`config.mk`:
```
export PLATFORM = sky130hd
export DESIGN_NAME = epo_device_flat
export DESIGN_NICKNAME = d
export VERILOG_FILES = /design/src/rtl/epo_pkg.sv /design/src/rtl/epo_link_if.sv /design/src/rtl/epo_device.sv /design/src/flat_wrapper.sv
export VERILOG_INCLUDE_DIRS = /design/src /design/src/rtl
export SDC_FILE = /design/constraint.sdc
export NUM_CORES = 1
export LEC_CHECK = 0
export BUFFER_PORTS_ARGS = -buffer_cell sky130_fd_sc_hd__buf_2
export CAP_MARGIN = 20
export CORE_AREA = 2 2 166 168
export CTS_CLUSTER_SIZE = 16
export DETAILED_ROUTE_END_ITERATION = 6
export DIE_AREA = 0 0 168 170
export GPL_ROUTABILITY_DRIVEN = 1
export PLACE_DENSITY = 0.44
export SYNTH_ARGS = -nofsm -noshare
export SYNTH_HDL_FRONTEND = slang
export SYNTH_SLANG_ARGS = --single-unit
export TNS_END_PERCENT = 10
```
`constraint.sdc`:
```
create_clock -name clk -period 6.3 [get_ports clk]
set_clock_uncertainty 0.15 [all_clocks]
set_input_delay 1.26 -clock clk [delete_from_list [all_inputs] [get_ports clk]]
set_output_delay 1.26 -clock clk [all_outputs]
set_load 0.05 [all_outputs]
```
`src/rtl/epo_defs.svh`:
```
// constants for the encoder pulse output and absolute start-up sequence
// assumes a single 125 MHz clock shared by both ends
`ifndef EPO_DEFS_SVH
`define EPO_DEFS_SVH
`define EPO_CLK_MHZ         125
`define EPO_PITCH_DEF       32'h0000_8000
`define EPO_PITCH_MIN       32'h0000_0004
`define EPO_PITCH_MAX       32'h0010_0000
`define EPO_RES_DEF         13'h0014
`define EPO_RES_MAX         13'h1000
`define EPO_SERIAL_UNIT     32'h0010_0000
`define EPO_CHAR_COUNT      4'h8
`define EPO_BAUD            9600
`define EPO_BIT_CYC         (1000000 * `EPO_CLK_MHZ / `EPO_BAUD)
`define EPO_RATE_MAX_KPPS   6400
`define EPO_EDGE_MIN_CYC    ((1000 * `EPO_CLK_MHZ + `EPO_RATE_MAX_KPPS - 1) / `EPO_RATE_MAX_KPPS)
`define EPO_INIT_PULSE_NS   1480
`define EPO_INIT_PULSE_CYC  (`EPO_INIT_PULSE_NS * `EPO_CLK_MHZ / 1000)
`define EPO_SETTLE_MS       400
`define EPO_SETTLE_CYC      (`EPO_SETTLE_MS * 1000 * `EPO_CLK_MHZ)
`define EPO_WAIT_MS         100
`define EPO_WAIT_CYC        (`EPO_WAIT_MS * 1000 * `EPO_CLK_MHZ)
`define EPO_USE_NONE        2'h0
`define EPO_USE_FWD         2'h1
`define EPO_USE_REV         2'h3
`endif

```
`src/rtl/epo_pkg.sv`:
```
// types shared by both ends of the encoder pulse output link
// assumes the defines header is compiled alongside
package epo_pkg;
    // where the origin pulse is aligned
    typedef enum logic [1:0] {EPO_ALIGN_A_RISE, EPO_ALIGN_A_FALL,
                              EPO_ALIGN_B_RISE, EPO_ALIGN_B_FALL} epo_align_t;
endpackage

```
`src/rtl/epo_link_if.sv`:
```
// link between device and host: quadrature, origin and request lines
// assumes both ends on the same clock
`timescale 1ns/1ns
`default_nettype none
interface epo_link_if;
    logic quad_out_a;             // channel a, serial data at init
    logic quad_out_b;             // channel b
    logic origin_pulse_out;       // channel c
    logic absolute_data_request;  // host request line
    modport device (output quad_out_a, output quad_out_b, output origin_pulse_out,
                    input absolute_data_request);
    modport host   (input quad_out_a, input quad_out_b, input origin_pulse_out,
                    output absolute_data_request);
endinterface
`default_nettype wire

```
`src/rtl/epo_device.sv`:
```
// device end: divides encoder motion into quadrature, origin pulse,
// and runs the absolute start-up sequence on channel a
// assumes encoder step/direction inputs already in this clock domain
`timescale 1ns/1ns
`default_nettype none
`include "epo_defs.svh"
module epo_device
    import epo_pkg::*;
#(
    parameter int          SETTLE_CYC  = `EPO_SETTLE_CYC,
    parameter int          BIT_CYC     = `EPO_BIT_CYC,
    parameter logic [31:0] PITCH_COUNT = `EPO_PITCH_DEF,
    parameter logic [12:0] RESOLUTION  = `EPO_RES_DEF
) (
    input  wire logic        clk,
    input  wire logic        rst,
    epo_link_if.device       link,
    input  wire logic        rotation_direction_select,
    input  wire logic [1:0]  external_encoder_usage,
    input  wire epo_align_t  origin_align,
    input  wire logic        absolute_encoder,
    input  wire logic        enc_step,
    input  wire logic        enc_sin_lead,
    input  wire logic        enc_origin,
    input  wire logic [31:0] abs_position,
    output logic             rate_alarm,
    output logic             normal_mode,
    output logic             usage_error
);
    typedef enum logic [2:0] {ST_IDLE, ST_SERIAL, ST_PULSES, ST_SETTLE, ST_NORMAL} epo_st_t;
    // settings latched at the end of reset; restart applies new ones
    logic [31:0] pitch_ff;
    logic [12:0] res_ff;
    logic        cfg_done_ff;
    // request synchroniser
    logic        req_s1_ff, req_s2_ff;
    // sequencer state
    epo_st_t     st_ff, nxt_st;
    logic [31:0] tmr_ff, nxt_tmr;      // bit/pulse/settle timer
    logic [3:0]  bit_ff, nxt_bit;      // bit inside a character
    logic [3:0]  chr_ff, nxt_chr;      // characters sent
    logic [63:0] ser_ff, nxt_ser;      // serial value shift
    logic [20:0] rem_ff, nxt_rem;      // initial pulses left
    // quadrature generator
    logic [1:0]  ph_ff, nxt_ph;        // gray phase 00,01,11,10
    logic [31:0] acc_ff, nxt_acc;      // edge-per-pitch accumulator
    logic [7:0]  gap_ff, nxt_gap;      // cycles since last edge
    logic        a_ff, nxt_a, b_ff, nxt_b, c_ff, nxt_c;
    logic        alarm_ff, nxt_alarm;
    logic        org_seen_ff, nxt_org_seen;
    logic        org_arm_ff, nxt_org_arm;
    logic        fwd;                  // motion maps to forward reference
    logic        edge_req;             // one output edge due this cycle
    logic [31:0] acc_sum;
    logic [1:0]  ph_new;
    ////////////////////////////////////////////////////////////////////
    // config capture and request sync
    always_ff @(posedge clk or posedge rst)
    begin
        if (rst)
        begin
            pitch_ff    <= `EPO_PITCH_DEF;
            res_ff      <= `EPO_RES_DEF;
            cfg_done_ff <= 1'b0;
            req_s1_ff   <= 1'b0;
            req_s2_ff   <= 1'b0;
        end
        else
        begin
            if (!cfg_done_ff)
            begin
                // clamp to legal range at restart
                pitch_ff <= (PITCH_COUNT < `EPO_PITCH_MIN) ? `EPO_PITCH_MIN :
                            (PITCH_COUNT > `EPO_PITCH_MAX) ? `EPO_PITCH_MAX : PITCH_COUNT;
                res_ff   <= (RESOLUTION == 13'h0000) ? 13'h0001 :
                            (RESOLUTION > `EPO_RES_MAX) ? `EPO_RES_MAX : RESOLUTION;
            end
            cfg_done_ff <= 1'b1;
            req_s1_ff   <= link.absolute_data_request;
            req_s2_ff   <= req_s1_ff;
        end
    end
    ////////////////////////////////////////////////////////////////////
    // next-state logic
    always_comb
    begin
        // cos lead is forward at usage 1, select 0; usage 3 and select each flip it
        fwd = ~enc_sin_lead ^ (external_encoder_usage == `EPO_USE_REV)
              ^ rotation_direction_select;
        // each pitch queues res edges; one leaves per rate-limit spacing
        edge_req = (|acc_ff) && (gap_ff >= 8'(`EPO_EDGE_MIN_CYC - 1));
        acc_sum  = acc_ff - {31'h0, edge_req};
        nxt_acc  = acc_sum;
        if (st_ff == ST_NORMAL && enc_step)
            nxt_acc = acc_sum + 32'(res_ff);
        // forward: b leads a, sequence 00->01->11->10
        ph_new  = fwd ? {ph_ff[0], ~ph_ff[1]} : {~ph_ff[0], ph_ff[1]};
        nxt_ph  = edge_req ? ph_new : ph_ff;
        nxt_gap = edge_req ? 8'h00 : ((gap_ff == 8'hff) ? gap_ff : gap_ff + 8'h01);
        // sticky alarm when a pitch arrives before its edges could leave
        nxt_alarm = alarm_ff || (enc_step && st_ff == ST_NORMAL && (|acc_ff));
        // origin: first crossing only for absolute, every crossing otherwise
        nxt_org_seen = org_seen_ff || (enc_origin && st_ff == ST_NORMAL);
        nxt_org_arm  = org_arm_ff;
        if (enc_origin && st_ff == ST_NORMAL && !(absolute_encoder && org_seen_ff))
            nxt_org_arm = 1'b1;
        nxt_c = c_ff;
        if (edge_req)
        begin
            // c rises on the chosen edge and falls on the next falling edge of a
            unique case (origin_align)
                EPO_ALIGN_A_RISE: if (!ph_ff[1] && ph_new[1] && org_arm_ff) nxt_c = 1'b1;
                EPO_ALIGN_A_FALL: if (ph_ff[1] && !ph_new[1] && org_arm_ff) nxt_c = 1'b1;
                EPO_ALIGN_B_RISE: if (!ph_ff[0] && ph_new[0] && org_arm_ff) nxt_c = 1'b1;
                EPO_ALIGN_B_FALL: if (ph_ff[0] && !ph_new[0] && org_arm_ff) nxt_c = 1'b1;
            endcase
            if (nxt_c && !c_ff)
                nxt_org_arm = 1'b0;
            else if (c_ff && ph_new[1] != ph_ff[1] && ph_new[1] == 1'b0)
                nxt_c = 1'b0;
        end
        // sequencer
        nxt_st  = st_ff;
        nxt_tmr = (tmr_ff == 32'h0000_0000) ? tmr_ff : tmr_ff - 32'h0000_0001;
        nxt_bit = bit_ff;
        nxt_chr = chr_ff;
        nxt_ser = ser_ff;
        nxt_rem = rem_ff;
        nxt_a   = nxt_ph[1];
        nxt_b   = nxt_ph[0];
        unique case (st_ff)
            ST_IDLE:
            begin
                nxt_a = 1'b1;
                nxt_b = 1'b0;
                if (req_s2_ff && cfg_done_ff)
                begin
                    // serial unit count and remainder of position
                    nxt_ser = {32'h0000_0000, abs_position >> 20};
                    nxt_rem = 21'(abs_position & (`EPO_SERIAL_UNIT - 32'h1));
                    nxt_st  = ST_SERIAL;
                    nxt_bit = 4'h0;
                    nxt_chr = 4'h0;
                    nxt_tmr = 32'(BIT_CYC - 1);
                end
            end
            ST_SERIAL:
            begin
                // 8N1 frame: start, 8 data lsb first, stop
                nxt_a = (bit_ff == 4'h0) ? 1'b0 :
                        (bit_ff == 4'h9) ? 1'b1 : ser_ff[bit_ff - 4'h1];
                nxt_b = 1'b0;
                if (tmr_ff == 32'h0000_0000)
                begin
                    nxt_tmr = 32'(BIT_CYC - 1);
                    if (bit_ff == 4'h9)
                    begin
                        nxt_bit = 4'h0;
                        nxt_ser = ser_ff >> 8;
                        nxt_chr = chr_ff + 4'h1;
                        if (chr_ff == `EPO_CHAR_COUNT - 4'h1)
                        begin
                            nxt_st  = ST_PULSES;
                            nxt_tmr = 32'(`EPO_INIT_PULSE_CYC - 1);
                        end
                    end
                    else
                        nxt_bit = bit_ff + 4'h1;
                end
            end
            ST_PULSES:
            begin
                // one pulse on a per period, high half then low
                nxt_a = (rem_ff == 21'h0) || (tmr_ff >= 32'(`EPO_INIT_PULSE_CYC / 2));
                nxt_b = 1'b0;
                if (rem_ff == 21'h0)
                begin
                    nxt_st  = ST_SETTLE;
                    nxt_tmr = 32'(SETTLE_CYC);
                end
                else if (tmr_ff == 32'h0000_0000)
                begin
                    nxt_rem = rem_ff - 21'h1;
                    nxt_tmr = 32'(`EPO_INIT_PULSE_CYC - 1);
                end
            end
            ST_SETTLE:
            begin
                nxt_a = 1'b1;
                nxt_b = 1'b0;
                if (tmr_ff == 32'h0000_0000)
                    nxt_st = ST_NORMAL;
            end
            ST_NORMAL:
            begin
                if (!req_s2_ff)
                    nxt_st = ST_NORMAL;
            end
        endcase
        if (st_ff != ST_NORMAL)
            nxt_c = 1'b0;
    end
    ////////////////////////////////////////////////////////////////////
    // registers
    always_ff @(posedge clk or posedge rst)
    begin
        if (rst)
        begin
            st_ff       <= ST_IDLE;
            tmr_ff      <= 32'h0000_0000;
            bit_ff      <= 4'h0;
            chr_ff      <= 4'h0;
            ser_ff      <= 64'h0;
            rem_ff      <= 21'h0;
            ph_ff       <= 2'b11;
            acc_ff      <= 32'h0000_0000;
            gap_ff      <= 8'hff;
            a_ff        <= 1'b1;
            b_ff        <= 1'b0;
            c_ff        <= 1'b0;
            alarm_ff    <= 1'b0;
            org_seen_ff <= 1'b0;
            org_arm_ff  <= 1'b0;
            usage_error <= 1'b0;
            normal_mode <= 1'b0;
        end
        else
        begin
            st_ff       <= nxt_st;
            tmr_ff      <= nxt_tmr;
            bit_ff      <= nxt_bit;
            chr_ff      <= nxt_chr;
            ser_ff      <= nxt_ser;
            rem_ff      <= nxt_rem;
            ph_ff       <= nxt_ph;
            acc_ff      <= nxt_acc;
            gap_ff      <= nxt_gap;
            a_ff        <= nxt_a;
            b_ff        <= nxt_b;
            c_ff        <= nxt_c;
            alarm_ff    <= nxt_alarm;
            org_seen_ff <= nxt_org_seen;
            org_arm_ff  <= nxt_org_arm;
            // 0 and 2 are not a closed-loop sense here
            usage_error <= (external_encoder_usage != `EPO_USE_FWD) &&
                           (external_encoder_usage != `EPO_USE_REV);
            normal_mode <= (nxt_st == ST_NORMAL);
        end
    end
    assign link.quad_out_a       = a_ff;
    assign link.quad_out_b       = b_ff;
    assign link.origin_pulse_out = c_ff;
    assign rate_alarm            = alarm_ff;
endmodule
`default_nettype wire

```
`src/flat_wrapper.sv`:
```
// flat-port wrapper written by rule: the top's interface ports become plain ports
module epo_device_flat import epo_pkg::*;
#(
    parameter int          SETTLE_CYC  = `EPO_SETTLE_CYC,
    parameter int          BIT_CYC     = `EPO_BIT_CYC,
    parameter logic [31:0] PITCH_COUNT = `EPO_PITCH_DEF,
    parameter logic [12:0] RESOLUTION  = `EPO_RES_DEF
)
  (clk, rst, rotation_direction_select, external_encoder_usage, origin_align, absolute_encoder, enc_step, enc_sin_lead, enc_origin, abs_position, rate_alarm, normal_mode, usage_error, link_quad_out_a, link_quad_out_b, link_origin_pulse_out, link_absolute_data_request);
  epo_link_if link_i ();
  input  wire logic clk;
  input  wire logic rst;
  input  wire logic rotation_direction_select;
  input  wire logic [1:0] external_encoder_usage;
  input  wire epo_align_t origin_align;
  input  wire logic absolute_encoder;
  input  wire logic enc_step;
  input  wire logic enc_sin_lead;
  input  wire logic enc_origin;
  input  wire logic [31:0] abs_position;
  output logic rate_alarm;
  output logic normal_mode;
  output logic usage_error;
  output wire logic [$bits(link_i.quad_out_a)-1:0] link_quad_out_a;
  output wire logic [$bits(link_i.quad_out_b)-1:0] link_quad_out_b;
  output wire logic [$bits(link_i.origin_pulse_out)-1:0] link_origin_pulse_out;
  input wire logic [$bits(link_i.absolute_data_request)-1:0] link_absolute_data_request;
  assign link_quad_out_a = link_i.quad_out_a;
  assign link_quad_out_b = link_i.quad_out_b;
  assign link_origin_pulse_out = link_i.origin_pulse_out;
  assign link_i.absolute_data_request = link_absolute_data_request;
  epo_device #(.SETTLE_CYC(SETTLE_CYC), .BIT_CYC(BIT_CYC), .PITCH_COUNT(PITCH_COUNT), .RESOLUTION(RESOLUTION)) u_core (.clk(clk), .rst(rst), .link(link_i), .rotation_direction_select(rotation_direction_select), .external_encoder_usage(external_encoder_usage), .origin_align(origin_align), .absolute_encoder(absolute_encoder), .enc_step(enc_step), .enc_sin_lead(enc_sin_lead), .enc_origin(enc_origin), .abs_position(abs_position), .rate_alarm(rate_alarm), .normal_mode(normal_mode), .usage_error(usage_error));
endmodule
```
==> reports/results.tsv, run 1 <==
stage	metric	value	unit
run_status	outcome	completed	
worst_setup_path	CP Max Fanout	13	
place	Post-DP HPWL	13700	µm
worst_setup_path	Worst Setup SP	u_core.acc_ff[4]$_DFF_PP0_	
route	Vias/cell	5.17	
grt	antenna violations before repair	0	
finish	area grow syn2layout	14.4	%
route	final wirelength	20000	µm
yosys	Post-Syn Nets	944	
worst_setup_path	CP required	6460	ps
place	routability congestion estimate	0.816	
floorplan	starting density of the core	29.7	%
yosys	ys async rst share	100	%
route	DR pass1 iterations	5	
cts	# clock sinks	129	
cts	clock root buffer master	clkbuf_16	
route	Final ANT Viol Nets	0	
place	I/O Buffers	49	
finish	Nets	976	
route	met2 routed WL	9420	µm
finish	Final Util	34.0	%
yosys	Cells after Synth	887	
yosys	sequential fraction of the synthesis area	40.9	%
yosys	synth unique cells	76	
route	top routing layer in use	met4	
floorplan	I/O Pins	50	
yosys	register bit total from synthesis	129	
floorplan	Die Wd	168	µm
sta	slack of the critical path	1340	ps
sta	Slew HR	33.3	%
cts	Clock Latency Late Sink	430	ps
min_path	hold path startpoint	u_core.req_s1_ff$_DFF_PP0_	
worst_setup_path	CP Class	reg -> reg	
yosys	ys flop type	dfrtp_1	
cts	total CTS buffers	17	
place	placed instance count	1241	
sta	final hold vios	0	
sta	Fin Hold WS	209	ps
route	wl on met1	9800	µm
cts	H-tree Lvls	4	
min_path	hold crit path type	reg -> reg	
sta	min Tclk post-route	4960	ps
grt	total global-route track usage	14.7	%
grt	first-pass GRT wire length	34000	µm
floorplan	Die Footprint	28600	µm²
sta	final period utilization	78.7	%
yosys	Avg Inst Size Synth	8.93	µm²
floorplan	Die Span Y	170	µm
grt	grt total ovfl	0	
worst_setup_path	startpoint types	flop	
cts	post-CTS setup buffers	0	
sta	RSZ-0062 raised after global routing	no	
power_and_ir_drop	leakage	0.00368	µW
flow_run	max cap viols	0	
finish	proportion of layout cells with a drive suffix above 1	14.2	%
worst_setup_path	R2R Path Start	u_core.acc_ff[4]$_DFF_PP0_	
worst_setup_path	CP arrival	5110	ps
sta	Achievable Freq	202	MHz
cts	CTS tree	done	
floorplan	Placeable Area	26700	µm²
floorplan	Core Rows	60	
grt	largest net degree at the start of global routing	95	
grt	vias in the first global route	6496	
sta	pins over their slew limit	0	
yosys	YS warnings	0	
yosys	Post-synth EDFFs	0	
route	drt wl/cell	15.7	µm
cts	Hold-fix buffers, CTS	0	
sta	Final setup violation count	0	
route	length of routed met3 wiring	623	µm
cts	Resized Gates After CTS	0	
route	DRT iter0 DRCs	376	
yosys	cell area after synthesis	7930	µm²
cts	clk slew on worst S/H paths	60	ps
power_and_ir_drop	Worst VDD drop	156	µV
sta	Worst Tran Pin Value	997	ps
place	Post-Place Setup Slack	1310	ps
cts	Clock Tree Buf Depth	2	
route	Vias	6581	
route	Post-route DRC	0	
worst_setup_path	crit path capture type	flop	
power_and_ir_drop	Pwr Density	261	nW/µm²
finish	Non-Filler Instances	1273	
sta	Final TNS setup	0	ps
==> area by class of cell <==
type,count,area (µm²)
diodes,1,2.50
multi-input cells,683,4400
clock buffers,17,425
fillers,2751,17600
well taps,341,427
repair buffers,62,343
flip-flops and latches,129,3240
inverters,26,103
clock inverters,14,129
==> layout by cell type (no fill, tap or decap), types with 9 or more instances in the layout <==
| cell | n |
|---|---|
| xor2_1 | 34 |
| a21oi_1 | 41 |
| or4_1 | 17 |
| mux2i_1 | 12 |
| o21ai_0 | 48 |
| nor4_1 | 26 |
| ha_1 | 13 |
| xnor2_1 | 54 |
| buf_4 | 13 |
| a31oi_1 | 12 |
| nor2_1 | 91 |
| nand3b_1 | 13 |
| inv_1 | 25 |
| nand3_1 | 22 |
| buf_2 | 49 |
| nor3_1 | 40 |
| dfstp_2 | 11 |
| dfrtp_1 | 118 |
| or3_1 | 19 |
| clkbuf_16 | 17 |
| a22o_1 | 9 |
| o2bb2ai_1 | 10 |
| nand2_1 | 80 |
==> per-stage QoR <==
step | power, µW | cell area, µm²
2_1_floorplan | 1320 | 7930
3_3_place_gp | 1430 | 8510
3_5_place_dp | 1430 | 8510
4_1_cts | 2400 | 9060
5_1_grt | 2510 | 9060
6_report | 2370 | 9070
==> layer usage <==
layer,vias up,GRT usage (%)
met5,-,0
li1,3267,-
met4,0,3.48
met1,3210,19.3
met2,92,24.9
met3,12,3.00
==> path summary, 6_finish.rpt <==
path                                               endpoint  slack (ps)  depth (start not counted)
max in group asynchronous  u_core.link.quad_out_a$_DFF_PP1_        4070                          3
hold reg to reg                  u_core.req_s2_ff$_DFF_PP0_         210                          0
setup / recovery                u_core.acc_ff[31]$_DFF_PP0_        1340                         14
setup reg to reg                u_core.acc_ff[31]$_DFF_PP0_        1340                         14
min in group asynchronous  u_core.link.quad_out_b$_DFF_PP0_         870                          2
hold / removal                   u_core.req_s2_ff$_DFF_PP0_         210                          0
==> worst max-delay path, cell delays in order, from the launching register on <==
cell and delay [ps]:
dfrtp_1 560, or4_1 370, nor3_1 90, nand4_1 120
a21boi_0 180, buf_4 230, ha_1 260, ha_1 300
nor3b_1 580, nand2_1 460, a2111o_1 510, a211oi_4 380
nor4b_4 330, nand3_1 150, xnor2_1 150
==> cells in the mapped netlist, drive strengths merged, types with 9 or more instances <==
cell type	n	area share [%]
or3	19	1.5
ha	13	2.1
nand2	80	3.8
a31oi	12	0.95
o2bb2ai	10	1.1
inv	26	1.2
xnor2	54	6.0
a21oi	41	2.6
xor2	34	3.8
o21ai	48	3.0
nand3	23	1.5
dfrtp	118	37
mux2i	12	1.5
a22o	9	0.99
nor3	40	2.5
dfstp	11	3.6
nor4	27	2.1
nand3b	13	1.2
clkbuf	39	1.9
buf	10	0.74
nor2	91	4.3
or4	18	1.8
==> kinds of logic after synthesis <==
logic type      count (synthesis)  share of synthesized area [%]
compound gates                185                           15.5
xor+xnor                       88                           9.73
fa+ha+maj                      13                           2.05
buf+inv                        75                           3.84
flops                         129                           40.9
mux                            18                           2.79
other cells                     1                         0.0473
simple gates                  378                           25.1
==> where the power goes <==
part,total [µW],internal (µW),leakage [µW],switching (µW)
sequential,1030,925,0.00156,105
combinational,385,186,0.00186,199
clock,951,545,0.000267,405
total,2370,1660,0.00368,709
==> registers in the layout, summed over array words and instances, names as in the netlist, 2 cells and up <==
name	cells
u_core.acc_ff	32
u_core.bit_ff	4
u_core.chr_ff	4
u_core.gap_ff	8
u_core.ph_ff	2
u_core.rem_ff	21
u_core.ser_ff	12
u_core.st_ff	3
u_core.tmr_ff	32
No activity file was read; power rests on OpenSTA's default activity.
==> run 2: changes to the inputs <==
- PLACE_DENSITY: 0.44 -> 0.45
- clock period: 6.3 -> 4.15 ns (I/O delays scaled with it)
==> run 2 against run 1 <==
Net effect:
- die area stayed put
- sequential power is 51% higher
- cell count is 5.1% higher
- hold slack worse by 5.5 ps
- largest cell class unchanged
==> reports/results.tsv, run 2 (synthesized netlist as in run 1, its figures left out) <==
stage	metric	value	unit	change
sta	pins over their slew limit	0		unchanged
sta	Fin Hold WS	203	ps	-5.54 ps
worst_setup_path	reg2reg path depth	13		-1
worst_setup_path	R2R Path Start	u_core.acc_ff[9]$_DFF_PP0_		
worst_setup_path	r2r setup slk	200	ps	-1140 ps
min_path	hold path startpoint	u_core.req_s1_ff$_DFF_PP0_		
sta	Achievable Freq	253	MHz	+25%
finish	most frequent cells in the layout	dfrtp_1 (118), nor2_1 (91), nand2_1 (79)		
grt	grt total ovfl	0		unchanged
place	Post-Place Setup Slack	31.7	ps	-1280 ps
power_and_ir_drop	Worst VDD drop	172	µV	+10%
grt	antenna violations before repair	0		unchanged
finish	commonest non-fill, non-tap cell in the layout	dfrtp_1		
floorplan	Core Rows	60		unchanged
route	DRT iter0 DRCs	275		-27%
cts	Clock Tree Buf Depth	2		unchanged
worst_setup_path	Worst Setup SP	u_core.acc_ff[9]$_DFF_PP0_		
finish	Nets	1041		+6.7%
min_path	hold depth	0		unchanged
cts	Clock Latency Late Sink	420	ps	about the same
cts	clk slew on worst S/H paths	60	ps	about the same
floorplan	I/O Pins	50		unchanged
flow_run	max cap viols	0		unchanged
sta	slack of the critical path	198	ps	-1140 ps
cts	total CTS buffers	17		unchanged
worst_setup_path	crit path capture type	flop		
route	drt wl/cell	15.3	µm	-2.7%
sta	final hold vios	0		unchanged
worst_setup_path	sequence of cells on the critical path	or3_4 -> nor4_4 -> nand4_1 -> a21boi_4 -> ha_4 -> ha_4 -> nand3b_1 -> a2111oi_4 -> o211ai_1 -> or3_4 -> nor4b_4 -> a22oi_1 -> xnor2_1		
route	Final ANT Viol Nets	0		unchanged
run_status	outcome	completed		
grt	total global-route track usage	15.1	%	+0.43 points
route	final wirelength	20500	µm	+2.3%
floorplan	Die Span Y	170	µm	unchanged
cts	# clock sinks	129		unchanged
place	Cell Area, Placed	9070	µm²	+6.6%
cts	clock root buffer master	clkbuf_16		
worst_setup_path	CP Max Fanout	6		-7
place	routability congestion estimate	0.787		-3.6%
sta	min Tclk post-route	3950	ps	-1010 ps
floorplan	Placeable Area	26700	µm²	unchanged
min_path	Hold Path End	u_core.req_s2_ff$_DFF_PP0_		
finish	Non-Filler Instances	1338		+5.1%
grt	largest net degree at the start of global routing	108		+14%
min_path	hold crit path type	reg -> reg		
route	Post-route DRC	0		unchanged
power_and_ir_drop	Pwr Density	378	nW/µm²	+45%
power_and_ir_drop	post-layout total power	3670	µW	+55%
power_and_ir_drop	sw frac	28.3	%	-1.7 points
finish	proportion of layout cells with a drive suffix above 1	21.0	%	+6.8 points
route	Vias	6693		+1.7%
power_and_ir_drop	sequential group share of total power	42.5	%	-1.0 points
power_and_ir_drop	Internal Pwr Total	2630	µW	+59%
floorplan	Die Wd	168	µm	unchanged
place	I/O Buffers	49		unchanged
worst_setup_path	FF-to-FF End	u_core.acc_ff[25]$_DFF_PP0_		
worst_setup_path	CP arrival	4100	ps	-1010 ps
sta	Final setup violation count	0		unchanged
floorplan	Die Footprint	28600	µm²	unchanged
grt	first-pass GRT wire length	34900	µm	+2.7%
finish	ANT cells	0		-1
floorplan	starting density of the core	29.7	%	unchanged
power_and_ir_drop	sw power	1040	µW	+47%
finish	area grow syn2layout	22.5	%	
grt	vias in the first global route	6657		+2.5%
worst_setup_path	Worst Path Buf+Inv	0		-1
worst_setup_path	CP top delay family	simple AND/OR/NAND/NOR gates		
finish	Design Area, Final	9710	µm²	+7.1%
sta	RSZ-0062 raised after global routing	yes		
worst_setup_path	CP required	4300	ps	-2160 ps
power_and_ir_drop	clock share of power	41.5	%	+1.3 points
cts	H-tree Lvls	4		unchanged
power_and_ir_drop	leakage	0.00403	µW	+9.6%
route	DR pass1 iterations	5		unchanged
power_and_ir_drop	combinational share of power	16.0	%	-0.3 points
sta	Slew HR	41.6	%	+8.3 points
worst_setup_path	startpoint types	flop		
route	Vias/cell	5.00		-3.2%
worst_setup_path	crit-path max cell delay	420	ps	-160 ps
worst_setup_path	CP Class	reg -> reg		
place	Post-DP HPWL	14500	µm	+5.7%
finish	biggest regs	u_core.acc_ff x32, u_core.tmr_ff x32, u_core.rem_ff x21		
place	placed instance count	1304		+5.1%
worst_setup_path	Slowest-stage cell, CP	or3_4		
sta	Worst Tran Pin Value	867	ps	-129 ps
cts	CTS tree	done		
sta	final period utilization	95.2	%	+17 points
-- run 2: area by class of cell --
cell class	instances	area (µm²)
Fill cell	2779	16900
Multi-Input combinational cell	683	4500
Sequential cell	129	3240
Timing Repair Buffer	127	843
Clock buffer	18	429
Tap cell	341	427
Clock inverter	14	164
Inverter	26	101
-- run 2: routing by layer --
metal  global-route usage, %  vias to the layer above  wire, µm
met5                       0                        -         0
met4                    4.65                        0       231
met3                    2.53                       20       539
met2                    23.5                       92      9260
met1                    21.5                     3177     10400
li1                        -                     3404         -
-- run 2: worst max path at each step --
stage | to | depth (start not counted)
after floorplan | u_core.acc_ff[25]$_DFF_PP0_ | 16
after global placement | u_core.acc_ff[25]$_DFF_PP0_ | 13
after detailed placement | u_core.acc_ff[25]$_DFF_PP0_ | 13
after CTS | u_core.acc_ff[25]$_DFF_PP0_ | 13
after global routing | u_core.acc_ff[25]$_DFF_PP0_ | 13
final | u_core.acc_ff[25]$_DFF_PP0_ | 13
-- run 2: timing repair --
item	in CTS	in global routing
endpoints found under the setup margin	0	11
resized for setup	0	4
hold buffers	0	0
buffers inserted	0	2
-- run 2: power groups by stage --
stage	sequential [µW]	clock [µW]	combinational (µW)
after floorplan	1540	0	467
after global placement	1580	0	588
after detailed placement	1580	0	591
after CTS	1560	1580	594
after global routing	1590	1630	667
final	1560	1520	586
-- run 2: worst register-to-register path, stage by stage, from the launching register on --
cell and delay (ps):
dfrtp_1 370, or3_4 420, nor4_4 350, nand4_1 190
a21boi_4 190, ha_4 180, ha_4 170, nand3b_1 200
a2111oi_4 370, o211ai_1 200, or3_4 400, nor4b_4 320
a22oi_1 160, xnor2_1 150
-- run 2: metrics by stage --
stage / util [%] / TNS [ps]
after global placement: 34.1 / 0
after detailed placement: 34.1 / 0
after global routing: 36.4 / -28.1
final: 36.4 / 0
after CTS: 36.3 / 0
after floorplan: - / 0
==> run 3: changes to the inputs <==
- CELL_PAD_IN_SITES_DETAIL_PLACEMENT: default -> 1
- CELL_PAD_IN_SITES_GLOBAL_PLACEMENT: default -> 1
- PLACE_DENSITY: 0.45 -> 0.56
==> run 3 against run 2 <==
Net effect:
- clock power shrank 4%
- utilization grew 0.15 points
- combinational power grew 3.8%
- via count grew 4.7%
- sequential share of layout area shrank 0.14 points
- global-route usage grew 1.6 points
- register-to-register slack lost 20 ps
- first-iteration DRC count grew 13%
- cell count grew 0.30%
- total power shrank 0.80%
- non-clock buffer count grew 4
- fmax shrank 0.56%
==> reports/results.tsv, run 3 (synthesized netlist as in run 1, its figures left out) <==
stage	metric	value	unit	change
power_and_ir_drop	Worst VDD drop	205	µV	+19%
sta	Slew HR	39.6	%	-2.1 points
power_and_ir_drop	leakage	0.00405	µW	+0.37%
sta	pins over their slew limit	0		unchanged
worst_setup_path	Slowest-stage cell, CP	or3_4		
worst_setup_path	reg2reg path depth	14		+1
worst_setup_path	FF-to-FF End	u_core.acc_ff[29]$_DFF_PP0_		
place	I/O Buffers	49		unchanged
route	Post-route DRC	0		unchanged
sta	Worst Tran Pin Value	904	ps	+37.0 ps
finish	ANT cells	0		unchanged
route	DR pass1 iterations	4		-1
cts	H-tree Lvls	4		unchanged
route	final wirelength	22700	µm	+11%
grt	largest net degree at the start of global routing	65		-40%
floorplan	Die Footprint	28600	µm²	unchanged
cts	CTS tree	done		
cts	# clock sinks	129		unchanged
min_path	Hold Path End	u_core.req_s2_ff$_DFF_PP0_		
sta	final period utilization	95.8	%	+0.53 points
worst_setup_path	CP required	4300	ps	about the same
min_path	hold crit path type	reg -> reg		
power_and_ir_drop	Pwr Density	373	nW/µm²	-1.2%
worst_setup_path	CP Class	reg -> reg		
worst_setup_path	R2R Path Start	u_core.acc_ff[15]$_DFF_PP0_		
finish	Final Util	36.6	%	+0.15 points
run_status	outcome	completed		
route	Vias/cell	5.22		+4.4%
floorplan	Die Wd	168	µm	unchanged
route	Final ANT Viol Nets	0		unchanged
route	drt wl/cell	16.9	µm	+11%
floorplan	Placeable Area	26700	µm²	unchanged
flow_run	max cap viols	0		unchanged
floorplan	starting density of the core	29.7	%	unchanged
grt	antenna violations before repair	0		unchanged
finish	area grow syn2layout	23.0	%	
sta	final hold vios	0		unchanged
min_path	hold path startpoint	u_core.req_s1_ff$_DFF_PP0_		
finish	biggest regs	u_core.acc_ff x32, u_core.tmr_ff x32, u_core.rem_ff x21		
route	DRT iter0 DRCs	310		+13%
min_path	hold depth	0		unchanged
worst_setup_path	sequence of cells on the critical path	or3_4 -> nor4_4 -> nand4_1 -> a21boi_4 -> ha_4 -> ha_4 -> nand3b_1 -> a2111oi_4 -> o211ai_1 -> or3_4 -> nor4b_4 -> buf_4 -> nand3b_1 -> xor2_1		
worst_setup_path	CP Max Fanout	5		-1
worst_setup_path	crit path capture type	flop		
cts	Clock Tree Buf Depth	2		unchanged
finish	commonest non-fill, non-tap cell in the layout	dfrtp_1		
place	routability congestion estimate	0.758		-3.7%
worst_setup_path	CP arrival	4120	ps	+20 ps
finish	proportion of layout cells with a drive suffix above 1	21.9	%	+0.92 points
cts	clock root buffer master	clkbuf_16		
floorplan	Die Span Y	170	µm	unchanged
cts	Clock Latency Late Sink	420	ps	about the same
floorplan	I/O Pins	50		unchanged
grt	first-pass GRT wire length	38600	µm	+11%
cts	Hold-fix buffers, CTS	0		unchanged
worst_setup_path	startpoint types	flop		
sta	Achievable Freq	252	MHz	-0.56%
route	Vias	7009		+4.7%
grt	vias in the first global route	7348		+10%
sta	min Tclk post-route	3970	ps	+22.2 ps
worst_setup_path	crit-path max cell delay	410	ps	about the same
grt	grt total ovfl	0		unchanged
sta	Final TNS setup	0	ps	unchanged
sta	Final setup violation count	0		unchanged
sta	RSZ-0062 raised after global routing	yes		
place	Post-DP HPWL	16500	µm	+14%
worst_setup_path	r2r setup slk	180	ps	-20 ps
finish	Nets	1045		+0.38%
finish	most frequent cells in the layout	dfrtp_1 (118), nor2_1 (91), buf_4 (81)		
cts	total CTS buffers	17		unchanged
cts	clk slew on worst S/H paths	60	ps	about the same
grt	total global-route track usage	16.7	%	+1.6 points
floorplan	Core Rows	60		unchanged
finish	fillcell total	3092		+11%
-- run 3: changes by cell type in the layout (fill, tap and decap cells not counted), moves of 2 or more --
cell,change
nor3_2,+2
nor3_1,-2
clkbuf_1,+3
or3_4,+2
or3_1,-2
inv_6,-2
buf_4,+4
-- run 3: layout make-up --
class / instances / area (µm²) / share of cell area (%)
Timing Repair Buffer: 131 / 873 / 8.96
Multi-Input combinational cell: 683 / 4550 / 46.7
Sequential cell: 129 / 3240 / 33.2
Inverter: 26 / 101 / 1.04
Tap cell: 341 / 427 / 4.38
Clock inverter: 11 / 118 / 1.21
Clock buffer: 21 / 440 / 4.52
-- run 3: routing by layer --
metal | GRT usage, % | up-vias | part of all wire, % | routed length, µm
met2 | 27.7 | 100 | 47 | 10600
li1 | - | 3396 | - | -
met5 | 0 | - | 0 | 0
met4 | 4.91 | 0 | 1.3 | 286
met3 | 2.28 | 22 | 2.5 | 572
met1 | 22.7 | 3491 | 50 | 11300
-- run 3: how the worst max path moves through the flow --
stage                                     start                           to  cells after the start
finish              u_core.acc_ff[15]$_DFF_PP0_  u_core.acc_ff[29]$_DFF_PP0_                     14
global route        u_core.acc_ff[15]$_DFF_PP0_  u_core.acc_ff[29]$_DFF_PP0_                     16
CTS                 u_core.acc_ff[15]$_DFF_PP0_  u_core.acc_ff[29]$_DFF_PP0_                     13
detailed placement  u_core.acc_ff[15]$_DFF_PP0_  u_core.acc_ff[25]$_DFF_PP0_                     13
global placement    u_core.acc_ff[15]$_DFF_PP0_  u_core.acc_ff[25]$_DFF_PP0_                     13
floorplan            u_core.acc_ff[5]$_DFF_PP0_  u_core.acc_ff[25]$_DFF_PP0_                     16
-- run 3: power breakdown --
| group | switching [µW] | total (µW) | internal [µW] |
|---|---|---|---|
| Sequential | 166 | 1570 | 1410 |
| Clock | 582 | 1460 | 880 |
| Combinational | 318 | 608 | 290 |
-- run 3: critical path: cells and delay by family, from the launching register on --
family / cells / cell delay [ps]
XOR/XNOR: 1 / 160
AO/OA/AOI/OAI: 3 / 720
adder cells (fa/ha/maj): 2 / 360
AND/OR/NAND/NOR: 7 / 1890
buffers and inverters: 1 / 180
flip-flops: 1 / 380
-- run 3: through the flow --
step	worst slack [ps]	std cells	hold slack [ps]	power (µW)	area, µm²
3_5_place_dp	-20.1	1307	189	2210	9100
3_3_place_gp	58.2	1306	183	2190	9090
5_1_grt	-19.8	1342	206	3860	9750
2_1_floorplan	1.47	887	181	2010	8030
6_report	176	1342	202	3640	9750
4_1_cts	8.08	1341	202	3700	9680
-- run 3: repair_timing --
item                                    in CTS  in global routing
pin swaps                                    3                  6
endpoints found under the setup margin       3                 12
gates resized for setup                      0                 12
setup buffers                                2                  1
cloned                                       0                  0
